**config.mk**
```make
export PLATFORM = sky130hd
export DESIGN_NAME = byte_op_skip_jump_exec
export DESIGN_NICKNAME = d
export VERILOG_FILES = /design/src/byte_op_exec_pkg.sv /design/src/byte_op_skip_jump_exec.sv
export VERILOG_INCLUDE_DIRS = /design/src
export SDC_FILE = /design/constraint.sdc
export NUM_CORES = 1
export LEC_CHECK = 0
export BUFFER_PORTS_ARGS = -buffer_cell sky130_fd_sc_hd__clkbuf_2
export CELL_PAD_IN_SITES_DETAIL_PLACEMENT = 0
export CELL_PAD_IN_SITES_GLOBAL_PLACEMENT = 2
export CORE_MARGIN = 3
export CORE_UTILIZATION = 25
export CTS_CLUSTER_DIAMETER = 200
export DETAILED_ROUTE_END_ITERATION = 7
export GPL_ROUTABILITY_DRIVEN = 0
export PLACE_DENSITY = 0.52
export SETUP_SLACK_MARGIN = 0.3
export SLEW_MARGIN = 20
export SYNTH_ARGS = -nofsm -noshare
export SYNTH_HDL_FRONTEND = slang
export SYNTH_SLANG_ARGS = --single-unit
```
**constraint.sdc**
```tcl
create_clock -name i_core_clk -period 5.3 [get_ports i_core_clk]
set_clock_uncertainty 0.05 [all_clocks]
set_input_delay 0.53 -clock i_core_clk [delete_from_list [all_inputs] [get_ports i_core_clk]]
set_output_delay 0.53 -clock i_core_clk [all_outputs]
set_load 0.03 [all_outputs]
```
**src/byte_op_exec_regs.svh**
```systemverilog
// offsets, field positions, encodings and reset values of the byte-op execute block
`ifndef BYTE_OP_EXEC_REGS_SVH
`define BYTE_OP_EXEC_REGS_SVH

// ----------------------------------------------------------------------------
// debug port map (word index on the plain register port)
// ----------------------------------------------------------------------------
`define ADDR_FILE_LAST   6'h1f
`define ADDR_ACC         6'h20
`define ADDR_STATUS      6'h21
`define ADDR_PC_LO       6'h22
`define ADDR_PC_HI       6'h23
`define ADDR_CONTROL     6'h24
`define ADDR_STATE       6'h25

// ----------------------------------------------------------------------------
// field positions
// ----------------------------------------------------------------------------
`define CTRL_RUN_BIT     0
`define STAT_Z_BIT       2
`define STAT_PAGE_HI     6
`define STAT_PAGE_LO     5
`define DEST_BIT         5

// ----------------------------------------------------------------------------
// instruction encodings: mask and match per 12-bit word
// ----------------------------------------------------------------------------
`define OPC_NOP          12'h000
`define MSK_COPY_A2F     12'hfe0
`define OPC_COPY_A2F     12'h020
`define MSK_BYTE         12'hfc0
`define OPC_OR_A_F       12'h100
`define OPC_COPY_F       12'h200
`define OPC_DEC_SKIP     12'h2c0
`define OPC_INC_SKIP     12'h3c0
`define MSK_JUMP         12'he00
`define OPC_JUMP         12'ha00
`define MSK_LIT          12'hf00
`define OPC_OR_LIT       12'hd00

// ----------------------------------------------------------------------------
// reset values
// ----------------------------------------------------------------------------
`define RST_BYTE         8'h00
`define RST_PC           11'h000

`endif

```
**src/byte_op_exec_pkg.sv**
```systemverilog
// types shared by the byte-op execute block
`default_nettype none
package byte_op_exec_pkg;

    // ------------------------------------------------------------------------
    // sequencer states, one-hot
    // ------------------------------------------------------------------------
    typedef enum logic [1:0] {
        st_halted  = 2'b01,
        st_running = 2'b10
    } run_state_t;

    // ------------------------------------------------------------------------
    // decoded operation class
    // ------------------------------------------------------------------------
    typedef enum logic [3:0] {
        op_none,
        op_copy_acc_to_file,
        op_copy_file_to_dest,
        op_or_acc_with_file,
        op_or_literal_into_acc,
        op_decrement_skip_on_null,
        op_increment_skip_on_null,
        op_absolute_jump
    } op_t;

endpackage : byte_op_exec_pkg
`default_nettype wire

```
**src/byte_op_skip_jump_exec.sv**
```systemverilog
// execute stage for skip, jump, or and move instructions of the 8-bit core
`timescale 1ns/1ps
`default_nettype none
`include "byte_op_exec_regs.svh"

module byte_op_skip_jump_exec
(
    input  wire logic        i_core_clk,  // instruction clock, 10 MHz
    input  wire logic        i_rst,       // synchronous reset, active high
    input  wire logic [11:0] i_instr,     // program word at o_pc, same cycle
    input  wire logic [5:0]  i_addr,      // debug port word index
    input  wire logic [7:0]  i_wdata,     // debug port write data
    input  wire logic        i_wr,        // debug port write strobe
    input  wire logic        i_rd,        // debug port read strobe
    output logic      [7:0]  o_rdata,     // debug read data, cycle after i_rd
    output logic      [10:0] o_pc,        // fetch address
    output logic      [7:0]  o_acc,       // accumulator
    output logic             o_zero,      // zero flag
    output logic             o_nop_slot   // current slot is a discarded word
);
    import byte_op_exec_pkg::*;

    // ------------------------------------------------------------------------
    // state
    // ------------------------------------------------------------------------
    run_state_t  state;
    run_state_t  next_state;
    logic [11:0] instr;          // prefetched word now executing
    logic        flush;          // instr is to be replaced by a nop
    logic [7:0]  acc;
    logic [7:0]  status;
    logic [10:0] pc;
    logic [7:0]  file_reg [0:31];
    logic        run_req;
    logic        keep_running;   // running now and after this edge

    // ------------------------------------------------------------------------
    // decode
    // ------------------------------------------------------------------------
    op_t         op;
    logic [4:0]  f_idx;
    logic        dest_file;
    logic [7:0]  f_val;
    logic [7:0]  result;
    logic        wr_acc;
    logic        wr_file;
    logic        wr_zero;
    logic        take_skip;
    logic        take_jump;
    logic        exec_ok;

    assign f_idx     = instr[4:0];
    assign dest_file = instr[`DEST_BIT];
    assign f_val     = file_reg[f_idx];
    assign exec_ok   = (state == st_running) && !flush;

    // classify the executing word; a flushed slot or halted core decodes as a nop
    always_comb begin
        op = op_none;
        if (exec_ok) begin
            if ((instr & `MSK_COPY_A2F) == `OPC_COPY_A2F) begin
                op = op_copy_acc_to_file;
            end else if ((instr & `MSK_BYTE) == `OPC_COPY_F) begin
                op = op_copy_file_to_dest;
            end else if ((instr & `MSK_BYTE) == `OPC_OR_A_F) begin
                op = op_or_acc_with_file;
            end else if ((instr & `MSK_BYTE) == `OPC_DEC_SKIP) begin
                op = op_decrement_skip_on_null;
            end else if ((instr & `MSK_BYTE) == `OPC_INC_SKIP) begin
                op = op_increment_skip_on_null;
            end else if ((instr & `MSK_JUMP) == `OPC_JUMP) begin
                op = op_absolute_jump;
            end else if ((instr & `MSK_LIT) == `OPC_OR_LIT) begin
                op = op_or_literal_into_acc;
            end
        end
    end

    // ------------------------------------------------------------------------
    // datapath: result value and where it goes
    // ------------------------------------------------------------------------
    always_comb begin
        result    = acc;
        wr_acc    = 1'b0;
        wr_file   = 1'b0;
        wr_zero   = 1'b0;
        take_skip = 1'b0;
        take_jump = 1'b0;
        case (op)
            op_copy_acc_to_file: begin
                result  = acc;
                wr_file = 1'b1;
            end
            op_copy_file_to_dest: begin
                result  = f_val;
                wr_acc  = !dest_file;
                wr_file = dest_file;
                wr_zero = 1'b1;
            end
            op_or_acc_with_file: begin
                result  = acc | f_val;
                wr_acc  = !dest_file;
                wr_file = dest_file;
                wr_zero = 1'b1;
            end
            op_or_literal_into_acc: begin
                result  = acc | instr[7:0];
                wr_acc  = 1'b1;
                wr_zero = 1'b1;
            end
            op_decrement_skip_on_null: begin
                result    = f_val - 8'h01;
                wr_acc    = !dest_file;
                wr_file   = dest_file;
                take_skip = (result == 8'h00);
            end
            op_increment_skip_on_null: begin
                result    = f_val + 8'h01;
                wr_acc    = !dest_file;
                wr_file   = dest_file;
                take_skip = (result == 8'h00);
            end
            op_absolute_jump: begin
                take_jump = 1'b1;
            end
            default: begin
                result = acc;
            end
        endcase
    end

    // ------------------------------------------------------------------------
    // debug port write decode
    // ------------------------------------------------------------------------
    // one strobe per target; each register process gives it priority over
    // what the core would write in the same cycle
    logic        dbg_wr_file;
    logic        dbg_wr_acc;
    logic        dbg_wr_status;
    logic        dbg_wr_pc_lo;
    logic        dbg_wr_pc_hi;
    logic        dbg_wr_ctrl;

    assign dbg_wr_file   = i_wr && (i_addr <= `ADDR_FILE_LAST);
    assign dbg_wr_acc    = i_wr && (i_addr == `ADDR_ACC);
    assign dbg_wr_status = i_wr && (i_addr == `ADDR_STATUS);
    assign dbg_wr_pc_lo  = i_wr && (i_addr == `ADDR_PC_LO);
    assign dbg_wr_pc_hi  = i_wr && (i_addr == `ADDR_PC_HI);
    assign dbg_wr_ctrl   = i_wr && (i_addr == `ADDR_CONTROL);

    // ------------------------------------------------------------------------
    // run control
    // ------------------------------------------------------------------------
    // apart from reset, the run bit is the only thing that moves the sequencer
    always_ff @(posedge i_core_clk) begin
        if (i_rst) begin
            run_req <= 1'b0;
        end else if (dbg_wr_ctrl) begin
            run_req <= i_wdata[`CTRL_RUN_BIT];
        end
    end

    // halted until the run bit is set; clearing it stops after the current slot
    always_comb begin
        next_state = state;
        case (state)
            st_halted:  next_state = run_req ? st_running : st_halted;
            st_running: next_state = run_req ? st_running : st_halted;
            default:    next_state = st_halted;
        endcase
    end

    // sequencer state register
    always_ff @(posedge i_core_clk) begin
        if (i_rst) begin
            state <= st_halted;
        end else begin
            state <= next_state;
        end
    end

    // a fetched word is only taken when the core stays running past this edge
    assign keep_running = (state == st_running) && (next_state == st_running);

    // ------------------------------------------------------------------------
    // fetch: prefetch register and program counter
    // ------------------------------------------------------------------------
    // a skip or jump leaves the word just fetched in place but marks it
    // discarded, so it executes as a nop and the instruction costs two cycles
    // a word fetched at the first edge after the run bit drops is not taken: the
    // pc stays on it, so a restart runs it instead of losing it
    always_ff @(posedge i_core_clk) begin
        if (i_rst) begin
            instr <= `OPC_NOP;
            flush <= 1'b1;
        end else if (!keep_running) begin
            instr <= `OPC_NOP;
            flush <= 1'b1;                              // empty slot on start and while halted
        end else begin
            instr <= i_instr;
            flush <= take_skip || take_jump;
        end
    end

    // pc writes from the debug port win over execution
    always_ff @(posedge i_core_clk) begin
        if (i_rst) begin
            pc <= `RST_PC;
        end else if (dbg_wr_pc_lo) begin
            pc <= {pc[10:8], i_wdata};
        end else if (dbg_wr_pc_hi) begin
            pc <= {i_wdata[2:0], pc[7:0]};
        end else if (take_jump) begin
            pc <= {status[`STAT_PAGE_HI:`STAT_PAGE_LO], instr[8:0]};
        end else if (keep_running || take_skip) begin
            pc <= pc + 11'h001;                         // a skip steps over its word even when halting
        end
    end

    // ------------------------------------------------------------------------
    // accumulator, status and file registers
    // ------------------------------------------------------------------------
    // accumulator; a debug write wins over a core result in the same cycle
    always_ff @(posedge i_core_clk) begin
        if (i_rst) begin
            acc <= `RST_BYTE;
        end else if (dbg_wr_acc) begin
            acc <= i_wdata;
        end else if (wr_acc) begin
            acc <= result;
        end
    end

    // only zero-affecting ops touch the flag; skip and jump ops leave it alone
    always_ff @(posedge i_core_clk) begin
        if (i_rst) begin
            status <= `RST_BYTE;
        end else if (dbg_wr_status) begin
            status <= i_wdata;
        end else if (wr_zero) begin
            status[`STAT_Z_BIT] <= (result == 8'h00);
        end
    end

    // file array; a debug file write in the same cycle wins, and the core's file write is dropped whatever entry it targets
    always_ff @(posedge i_core_clk) begin
        if (i_rst) begin
            for (int i = 0; i < 32; i++) begin
                file_reg[i] <= `RST_BYTE;
            end
        end else if (dbg_wr_file) begin
            file_reg[i_addr[4:0]] <= i_wdata;
        end else if (wr_file) begin
            file_reg[f_idx] <= result;
        end
    end

    // ------------------------------------------------------------------------
    // debug read port: data valid only in the cycle after the strobe
    // ------------------------------------------------------------------------
    // idle cycles show zero so a stale value never passes for a fresh answer
    always_ff @(posedge i_core_clk) begin
        if (i_rst || !i_rd) begin
            o_rdata <= 8'h00;
        end else if (i_addr <= `ADDR_FILE_LAST) begin
            o_rdata <= file_reg[i_addr[4:0]];
        end else begin
            case (i_addr)
                `ADDR_ACC:     o_rdata <= acc;
                `ADDR_STATUS:  o_rdata <= status;
                `ADDR_PC_LO:   o_rdata <= pc[7:0];
                `ADDR_PC_HI:   o_rdata <= {5'h00, pc[10:8]};
                `ADDR_CONTROL: o_rdata <= {7'h00, run_req};
                `ADDR_STATE:   o_rdata <= {6'h00, flush, state == st_running};
                default:       o_rdata <= 8'h00;    // unmapped reads as zero
            endcase
        end
    end

    // ------------------------------------------------------------------------
    // outputs, all straight from flip-flops
    // ------------------------------------------------------------------------
    assign o_pc       = pc;
    assign o_acc      = acc;
    assign o_zero     = status[`STAT_Z_BIT];
    assign o_nop_slot = flush;

endmodule // byte_op_skip_jump_exec
`default_nettype wire

```
==> results.md, run 1 <==
* Outcome: finished clean
* Register area share after synthesis at between 50% and 60%
* Final hold vios at 0
* Area grow syn2layout at 16.8%
* RSZ-0062 raised after global routing: false
* Delay-heaviest family, CP: multiplexers
* Final TNS setup at 0 ps
* Die Area at slightly above 70000 µm²
* Syn Nets at ~1400
* Total grt overflow at 0
* CP Capture Type: flop
* Startpoint types: flop
* Final setup vio count at 0
* Power Density at 301 nW/µm²
* Hold Slack at ~130 ps
* LEAKAGE at 6.49 nW
* Slew HR at 32.3%
* Finished layout cell area at between 15000 and 20000 µm²
* 1st-pass router iterations at 5
* Compound-Gate Fraction of Synth Area at under 10%
* Max Freq at about 220 MHz
* CTS tree: done
* Async SR Flop Fraction at 0%
* Gr usage total at 17.2%
* Root Driver: clkbuf_16
* Mapped Cells at approximately 1300
* Initial Util at around a quarter
* Ports at ~60
* Core Util, Final at between 20% and 30%
* Resized Gates After CTS at 0
* CTS HTree Levels at 2
* Synth unique cells at 77
* # fillers at 6753
* Design Power at 5.93 mW
* Worst-Skew Late Latency at approximately 560 ps
* Data required, critical path at about 5500 ps
* Crit path max fanout at 32
* CP bufs+invs at 3
* Pre-CTS setup slack at 837 ps
* Maximum vdd drop at between 150 and 200 µV
* Setup bufs post-CTS at 0
* Register bit total from synthesis at just over 300
* Min-Delay Path Class: input pin to flop
* Largest register FFs at 256
* DR vias at 11700
* Cts hold-fix bufs at 0
* Worst-case clock buffer depth at 3
* Worst Setup Path Type: flop to flop
* Mapped Area at approximately 17000 µm²
* Fin cells at between 2000 and 2500
* CORE AREA at roughly 66000 µm²
* Largest family of logic cells by synthesized area: multiplexers
* CTS buffer count at 39
* Largest net degree at the start of global routing at around 50
* DRT iter0 DRCs at 980
* Global-route wire length before repair at ~88 mm
* Adder-cell share of the synthesized area at 0.445%
* Reg2Reg Setup Slack at 830 ps
* Vias per cell at 5.12
* DP HPWL at approximately 43 mm
* Total Routed Length at between 60 and 70 mm
* Worst-path clk slew at 60 ps
* Crit-path cells: buf_12 -> mux4_2 -> mux4_2 -> mux2_2 -> inv_1 -> ha_1 -> nor3b_2 -> a41oi_1 -> a211o_1 -> o22ai_1 -> o21a_1 -> buf_12 -> nor2_1
* Fin. max-slew vios at 0
* Ys Warns at 0
* Die height at approximately 270 µm
* Die width at 266 µm
* Fin crit period at 4470 ps
* Period utilisation layout at a little over four fifths
* Port Buffers at just under 60
* Worst-Margin Slew at between 1000 and 1500 ps
* Max_cap viols at 0
* Fraction of the mapped netlist area in simple logic gates at 13.5%
* Antenna violations before repair at 2
* Worst endpoint data arrival time at 4700 ps
* Residual DRC at 0
* Row count at 94
* Placed Cells at 2207
* Top FF cell, synth: edfxtp_1
* Worst setup margin at 833 ps
* Routed WL per cell at 26.5 µm
* Crit-path slowest cell: dfxtp_4
* Mux cell area share after synthesis at 24.2%
* Xor-xnor portion of the synthesized cell area at less than 1%
* Placed instance area at roughly 18000 µm²
* Syn_area_per_cell at approximately 13 µm²
* CP max stage delay at around 580 ps
* Detail Route Antenna Nets at 0
* Fraction of layout instances using a drive strength above 1 at 26.3%
* Vias in the first global route at between 10000 and 15000
* Post-synth EDFFs at approximately 260
* Clock sink count at 307
* Nets@finish at between 1000 and 1500
[synth_stat cells (3+ instances only)]
cell type / number / area (µm²)
nor2_1: 309 / 1160
edfxtp_1: 256 / 7690
mux4_2: 162 / 3650
nand2_1: 102 / 383
clkbuf_1: 68 / 255
dfxtp_1: 51 / 1020
a21oi_1: 39 / 195
mux2i_1: 32 / 320
nand3_1: 32 / 160
and2_1: 20 / 125
buf_2: 18 / 90.1
o21ai_0: 16 / 80.1
buf_1: 14 / 52.6
a211oi_1: 12 / 90.1
inv_1: 11 / 41.3
nand2b_1: 10 / 62.6
nor3_1: 10 / 50.1
a31o_1: 9 / 78.8
and3_1: 9 / 56.3
mux2_2: 8 / 90.1
nor2b_1: 8 / 50.1
o211ai_1: 7 / 52.6
ha_1: 6 / 75.1
xnor2_1: 6 / 52.6
xor2_1: 6 / 52.6
a21o_1: 5 / 37.5
buf_6: 5 / 56.3
o2111ai_1: 5 / 43.8
o21a_1: 5 / 37.5
a2111oi_0: 4 / 35.0
a2111oi_1: 4 / 40.0
nor4_1: 4 / 25.0
a31o_2: 3 / 26.3
a31oi_1: 3 / 18.8
a32oi_1: 3 / 26.3
nand4_1: 3 / 18.8
nor4b_1: 3 / 26.3
o211a_1: 3 / 30.0
[routing by layer]
layer | part of all wire, % | vias up | GRT usage [%]
met2 | 49 | 276 | 29.2
li1 | - | 5196 | -
met3 | 4.4 | 52 | 2.54
met4 | 1.5 | 0 | 3.23
met1 | 45 | 6126 | 23.5
met5 | 0 | - | 0
[report_power, final]
part	switching, mW	leakage [nW]	internal (mW)
logic	0.316	3.05	0.215
registers	0.0590	2.85	2.72
clock network	1.07	0.597	1.54
total	1.45	6.49	4.48
[worst register-to-register path, delay by kind of cell, from the launching register on]
family          cells  cell delay (ps)
mux                 3             1470
simple gates        2              340
compound gates      4              920
flops               1              580
fa+ha+maj           1              260
buf+inv             3              590
[final timing paths]
| path | from | cells past startpoint | endpoint |
|---|---|---|---|
| worst max-delay path | instr[0] | 13 | file_reg[14][6] |
| worst min-delay path | i_instr[11] | 2 | instr[11] |
| worst max register to register | instr[0] | 13 | file_reg[14][6] |
| worst min register to register | status[0] | 2 | status[0] |
[cell usage in the layout (no fill, tap or decap), drive strengths merged, types with 13 or more instances in the layout]
cell type / netlist / layout
nand3: 32 / 32
mux4: 162 / 162
clkinv: 0 / 13
buf: 40 / 70
edfxtp: 256 / 256
mux2i: 32 / 32
clkbuf: 68 / 108
a21oi: 39 / 39
nand2: 102 / 102
o21ai: 18 / 18
dfxtp: 51 / 51
nor2: 309 / 309
and2: 22 / 22
[area by class of cell]
type / count / area (µm²) / area share, %
clock inverters: 17 / 166 / 0.845
well taps: 864 / 1080 / 5.49
diodes: 1 / 2.50 / 0.0127
inverters: 11 / 41.3 / 0.210
flip-flops and latches: 307 / 8720 / 44.3
clock buffers: 52 / 1060 / 5.36
multi-input cells: 899 / 7710 / 39.1
repair buffers: 126 / 918 / 4.66
[cell families after synthesis]
family | Yosys count
simple gates | 528
flops | 307
mux | 203
compound gates | 150
buf+inv | 119
xor+xnor | 12
fa+ha+maj | 6
(Power assumes the default switching activity.)
==> inputs of run 2 (changes only) <==
--- a/config.mk
+++ b/config.mk
@@ -14,7 +14,7 @@
 export CTS_CLUSTER_DIAMETER = 200
 export DETAILED_ROUTE_END_ITERATION = 7
 export GPL_ROUTABILITY_DRIVEN = 0
-export PLACE_DENSITY = 0.52
+export PLACE_DENSITY = 0.54
 export SETUP_SLACK_MARGIN = 0.3
 export SLEW_MARGIN = 20
 export SYNTH_ARGS = -nofsm -noshare
==> constraint.sdc (replaced) <==
create_clock -name i_core_clk -period 3.8 [get_ports i_core_clk]
set_clock_uncertainty 0.05 [all_clocks]
set_input_delay 0.38 -clock i_core_clk [delete_from_list [all_inputs] [get_ports i_core_clk]]
set_output_delay 0.38 -clock i_core_clk [all_outputs]
set_load 0.03 [all_outputs]
==> run 2 against run 1 <==
  * Via count increased by 8.1%
  * Maximum frequency up 12%
  * Total power increased by 42%
  * Worst setup slack worse by 1000 ps
  * Clock power up 35%
  * Wire length grew 11%
  * The flow now finishes with violations (negative setup slack)
  * Worst hold slack lost 87 ps
  * Non-clock buffer count rose by 169
  * Sequential share of layout area is 4.7 points lower
  * First-iteration DRC count is 28% higher
==> results.md, run 2 (synthesized netlist as in run 1, its figures left out) <==
* Vias in the first global route at 12500
* Reg2Reg Launch Point: instr[0]
* DR vias at approximately 13000
* Worst-Skew Late Latency at just under 600 ps
* CTS buffer count at 38
* Period utilisation layout at 105%
* CP bufs+invs at 5
* Worst-Margin Slew at approximately 810 ps
* CORE AREA at 66300 µm²
* Nets@finish at 1589
* Hold_sp: i_instr[4]
* Diode count at 0
* Clock sink count at roughly 310
* Fin cells at 2444
* Global route hottest layer: met2
* Data required, critical path at between 4000 and 5000 ps
* GR Layer Usage met3 at ~2.9%
* Worst Setup Path Type: flop to flop
* Initial Util at about a quarter
* Total grt overflow at 0
* Crit-path cells: buf_12 -> buf_8 -> buf_6 -> mux4_2 -> mux4_2 -> mux2_4 -> buf_6 -> nor4_4 -> or4b_1 -> nand4_1 -> o22ai_2 -> o21a_4 -> clkbuf_16 -> nor2_1
* Switching part of the total power at 25.5%
* Placed Cells at approximately 2300
* Psw at 2.14 mW
* Flop pwr share at between 40% and 50%
* Outcome: complete, but fails checks
* Clock network fraction of total power at 42.2%
* Max Freq at 250 MHz
* CP endpoint: file_reg[17][7]
* Min-Delay Path Class: input pin to flop
* Die Area at 70600 µm²
* Final TNS setup at -18930 ps
* CTS HTree Levels at 2
* Die height at 266 µm
* FF-to-FF End: file_reg[17][7]
* Root Driver: clkbuf_16
* 1st-pass router iterations at 5
* Most frequent cells in the layout: nor2_1, edfxtp_1, mux4_2, buf_4, nand2_1
* Hold Slack at around 45 ps
* Fraction of layout instances using a drive strength above 1 at a little under two fifths
* Global-route wire length before repair at ~90 mm
* DP HPWL at about 46 mm
* Startpoint types: flop
* # fillers at between 6000 and 7000
* Die width at between 200 and 300 µm
* Delay-heaviest family, CP: multiplexers
* Routed WL per cell at between 20 and 30 µm
* Final setup vio count at a little under 200
* Crit-path slowest cell: mux4_2
* Final hold vios at 0
* Crit path max fanout at 16
* Design Power at approximately 8.4 mW
* CP Capture Type: flop
* Multi-input logic area at about 8100 µm²
* Total Routed Length at 66.7 mm
* Area grow syn2layout at 30.7%
* Worst-case clock buffer depth at 3
* Combinational share of power at 11.4%
* Power Density at approximately 380 nW/µm²
* R2R depth at 14
* DRT iter0 DRCs at 1254
* Fin. max-slew vios at 0
* CTS tree: done
* Row count at between 90 and 100
* Largest register FFs at about 260
* Origin of the worst setup path: instr[0]
* Worst setup margin at -199 ps
* Pre-CTS setup slack at -287 ps
* RSZ-0062 raised after global routing: true
* Worst endpoint data arrival time at 4380 ps
* CP max stage delay at 520 ps
* Slew HR at a little under half
* Maximum vdd drop at about 220 µV
* Vias per cell at 5.15
* Residual DRC at 0
* Register area at between 8000 and 9000 µm²
* Max_cap viols at 0
* Reg2Reg Setup Slack at -200 ps
* GR Util met1 at between 20% and 30%
* Port Buffers at between 50 and 60
* Critical Path Stages at 14
* Detail Route Antenna Nets at 0
* Commonest non-fill, non-tap cell in the layout: nor2_1
* Largest net degree at the start of global routing at just over 50
* Met2 Use GR at between 20% and 30%
* Antenna violations before repair at 2
* Worst-path clk slew at ~60 ps
* LEAKAGE at 7.55 nW
* Failing checks: negative setup slack
* Ports at just under 60
* P_int at 6.25 mW
* Fin crit period at about 4000 ps
* Gr usage total at between 10% and 20%
-- run 2: power by group through the flow --
stage / clock network [mW] / registers, mW / logic (mW)
floorplan: 0 / 3.91 / 0.458
global placement: 0 / 3.96 / 0.853
detailed placement: 0 / 3.95 / 0.851
CTS: 3.65 / 3.89 / 0.892
global route: 3.78 / 3.90 / 0.999
finish: 3.54 / 3.89 / 0.959
-- run 2: per-layer routing --
metal / part of all wire, % / vias up
met1: 45 / 6549
met4: 2.9 / 2
li1: - / 5542
met5: 0.019 / -
met2: 47 / 419
met3: 5.4 / 86
-- run 2: cell type report --
| class | instances | share of cell area, % |
|---|---|---|
| Clock inverter | 17 | 0.812 |
| Multi-Input combinational cell | 900 | 36.9 |
| Clock buffer | 50 | 4.57 |
| Inverter | 11 | 0.210 |
| Timing Repair Buffer | 295 | 13.0 |
| Sequential cell | 307 | 39.6 |
| Tap cell | 864 | 4.91 |
-- run 2: worst min-delay path by stage --
stage,cells past startpoint,end,slack (ps)
global placement,2,status[1],390
floorplan,2,status[1],380
CTS,2,instr[4],20
detailed placement,2,status[1],400
global route,2,instr[4],10
finish,2,instr[4],50
-- run 2: metrics by stage --
| step | util, % | instance area [µm²] |
|---|---|---|
| after floorplan | - | 17000 |
| after global placement | 29.6 | 19600 |
| after detailed placement | 29.6 | 19600 |
| after CTS | 32.1 | 21300 |
| after global routing | 33.2 | 22000 |
| final | 33.2 | 22000 |
-- run 2: what timing repair did --
item,CTS,global route
hold endpoints to repair,10,0
resized for setup,44,75
setup buffers,17,15
cloned,3,12
hold buffers,10,0
pin swaps,6,24
endpoints found under the setup margin,276,463
==> inputs of run 3 (changes only) <==
--- a/config.mk
+++ b/config.mk
@@ -6,6 +6,7 @@
 export SDC_FILE = /design/constraint.sdc
 export NUM_CORES = 1
 export LEC_CHECK = 0
+export ABC_AREA = 1
 export BUFFER_PORTS_ARGS = -buffer_cell sky130_fd_sc_hd__clkbuf_2
 export CELL_PAD_IN_SITES_DETAIL_PLACEMENT = 0
 export CELL_PAD_IN_SITES_GLOBAL_PLACEMENT = 2
@@ -14,7 +15,7 @@
 export CTS_CLUSTER_DIAMETER = 200
 export DETAILED_ROUTE_END_ITERATION = 7
 export GPL_ROUTABILITY_DRIVEN = 0
-export PLACE_DENSITY = 0.54
+export PLACE_DENSITY = 0.61
 export SETUP_SLACK_MARGIN = 0.3
 export SLEW_MARGIN = 20
 export SYNTH_ARGS = -nofsm -noshare
==> run 3 against run 2 <==
  * The flow now finishes without violations
  * Sequential power shrank 3%
  * Clock power grew 6.5%
  * Die area grew 2.9%
  * Design area shrank 2.3%
  * Core utilization shrank 1.9 points
  * Maximum frequency grew 20%
  * Via count grew 32%
  * Sequential share of layout area grew 0.96 points
  * Final cell count grew 31%
  * Synthesized cell count grew 62%
  * Largest cell class unchanged
==> results.md, run 3 <==
* Crit-path cells: buf_4 -> clkbuf_16 -> nand2_1 -> nand3_1 -> nand3_1 -> nand2_1 -> nand2_1 -> nand3_1 -> nand2_2 -> inv_1 -> nor2_1 -> nand3_1 -> nand3_1 -> nand4_1 -> o21ai_2 -> inv_1 -> nand2_4 -> clkbuf_16 -> a21oi_1
* P_int at slightly above 6 mW
* Slew HR at between 20% and 30%
* Min-Delay Path Class: input pin to flop
* Met2 Use GR at between 30 and 40%
* Die height at ~270 µm
* CORE AREA at 68700 µm²
* Maximum vdd drop at ~350 µV
* Crit path max fanout at 19
* Syn_area_per_cell at roughly 8.1 µm²
* Flop pwr share at a little under half
* Worst Setup Path Type: flop to flop
* Max Freq at roughly 300 MHz
* Port Buffers at 58
* Final hold vios at 0
* Syn Nets at 2182
* Largest net degree at the start of global routing at 60
* Detail Route Antenna Nets at 0
* Total Routed Length at just over 80 mm
* Worst-Skew Late Latency at 600 ps
* GR Util met1 at between 30% and 40%
* Fraction of layout instances using a drive strength above 1 at between 10% and 20%
* Worst-case clock buffer depth at 3
* Diode count at 0
* Register bit total from synthesis at between 300 and 400
* Total grt overflow at 0
* Most common cell in the netlist: nand2_1
* Delay-heaviest family, CP: simple AND/OR/NAND/NOR gates
* DP HPWL at ~54 mm
* Ys Warns at 0
* DR vias at approximately 17000
* Worst-Margin Slew at approximately 1100 ps
* Synth unique cells at 50
* Data required, critical path at 4060 ps
* Period utilisation layout at between 80 and 90%
* CTS buffer count at 40
* Register area share after synthesis at 50.1%
* Die Area at between 70000 and 80000 µm²
* 1st-pass router iterations at 6
* Synth top cells by count: nand2_1, nand3_1, edfxtp_1
* Outcome: finished clean
* Leading area contributor after synthesis: edfxtp_1
* Switching part of the total power at 25.9%
* Fin crit period at 3330 ps
* DRT iter0 DRCs at between 1500 and 2000
* LEAKAGE at around 8.7 nW
* Vias per cell at approximately 5.2
* Largest register FFs at 256
* Finished layout cell area at 21500 µm²
* Die width at around 270 µm
* Max_cap viols at 0
* CP max stage delay at around 380 ps
* Antenna violations before repair at 0
* Post-synth EDFFs at between 200 and 300
* CP bufs+invs at 5
* Gr usage total at between 20% and 30%
* Routed WL per cell at roughly 25 µm
* Combinational share of power at between 8 and 9%
* CTS HTree Levels at 2
* GR Layer Usage met3 at under 10%
* Worst-path clk slew at ~60 ps
* Synth top area cells: edfxtp_1, nand2_1, nand3_1
* Startpoint types: flop
* Crit-path slowest cell: dfxtp_4
* Yosys top cell area share at between 40 and 50%
* Cell mode on critical path: nand3_1
* Global route hottest layer: met2
* Ports at 59
* Most frequent cells in the layout: nand2_1, nand3_1, edfxtp_1
* Psw at between 2 and 2.5 mW
* Mapped Area at between 15000 and 20000 µm²
* RSZ-0062 raised after global routing: true
* Area grow syn2layout at 23.9%
* Clock network fraction of total power at approximately 46%
* Placed instance area at about 19000 µm²
* CTS tree: done
* Initial Util at about a quarter
* Worst endpoint data arrival time at roughly 3600 ps
* Fin. max-slew vios at 0
* Residual DRC at 0
* Final setup vio count at 0
* CP Capture Type: flop
* Mapped Cells at approximately 2100
* Global-route wire length before repair at approximately 110 mm
* Design Power at around 8.2 mW
* Row count at 96
* Async SR Flop Fraction at 0%
* Vias in the first global route at approximately 16000
* Top FF cell, synth: edfxtp_1
* Commonest non-fill, non-tap cell in the layout: nand2_1
* Root Driver: clkbuf_16
* Power Density at 382 nW/µm²
* Nets@finish at 2280
* Clock sink count at between 300 and 400
run 3: path summary, 6_finish.rpt:
kind / to / cells after the start / startpoint / slack [ps]
worst max-delay path: file_reg[18][6] / 19 / instr[0] / 470
worst min-delay path: instr[3] / 3 / i_instr[3] / 40
worst max register to register: file_reg[18][6] / 19 / instr[0] / 470
worst min register to register: status[7] / 2 / status[7] / 500
run 3: power groups by stage:
| stage | combinational (mW) | sequential (mW) | clock, mW |
|---|---|---|---|
| 3_5_place_dp | 0.622 | 3.85 | 0 |
| 2_1_floorplan | 0.313 | 3.83 | 0 |
| 6_report | 0.675 | 3.77 | 3.77 |
| 4_1_cts | 0.655 | 3.78 | 3.82 |
| 3_3_place_gp | 0.624 | 3.85 | 0 |
| 5_1_grt | 0.713 | 3.78 | 3.95 |
run 3: what timing repair did:
action | 4_1_cts | 5_1_grt
endpoints found under the setup margin | 477 | 524
cloned | 0 | 5
hold buffers | 10 | 0
endpoints found under the hold margin | 10 | 0
pin swaps | 5 | 5
gates resized for setup | 50 | 74
buffers inserted | 10 | 12
run 3: area by class of cell:
| class | count | area (µm²) |
|---|---|---|
| timing repair buffer | 194 | 1840 |
| inverter | 113 | 435 |
| sequential | 307 | 8720 |
| clock buffer | 52 | 1100 |
| fill | 7381 | 47200 |
| tap | 931 | 1160 |
| clock inverter | 18 | 175 |
| multi-input combinational | 1588 | 8090 |
run 3: cells by family (layout without fill, tap and decap cells):
logic type | after synthesis | count (layout) | synth area share (%)
buffers and inverters | 251 | 377 | 5.90
AO/OA/AOI/OAI | 386 | 386 | 13.8
flip-flops | 307 | 307 | 50.1
AND/OR/NAND/NOR | 1193 | 1193 | 29.6
adder cells (fa/ha/maj) | 6 | 6 | 0.432
XOR/XNOR | 3 | 3 | 0.151
run 3: routing by layer:
| metal | routed length (µm) | vias to the layer above |
|---|---|---|
| met1 | 37200 | 8248 |
| met2 | 37000 | 675 |
| met3 | 4940 | 84 |
| li1 | - | 7646 |
| met4 | 1680 | 0 |
| met5 | 0 | - |
run 3: metrics by stage:
stage          utilization, %  worst slack (ps)  cells  hold WS, ps  setup TNS [ps]
3_3_place_gp             28.1              -259   3096          463          -24730
5_1_grt                  31.3               262   3203         50.7               0
6_report                 31.3               469   3203         36.2               0
2_1_floorplan               -               886   2146          399               0
3_5_place_dp             28.1              -250   3096          482          -28000
4_1_cts                  30.6               295   3186         37.3               0
run 3: worst min-delay path, cell delays in order:
cell and delay (ps):
clkbuf_2 80, inv_1 60, nor2_1 90
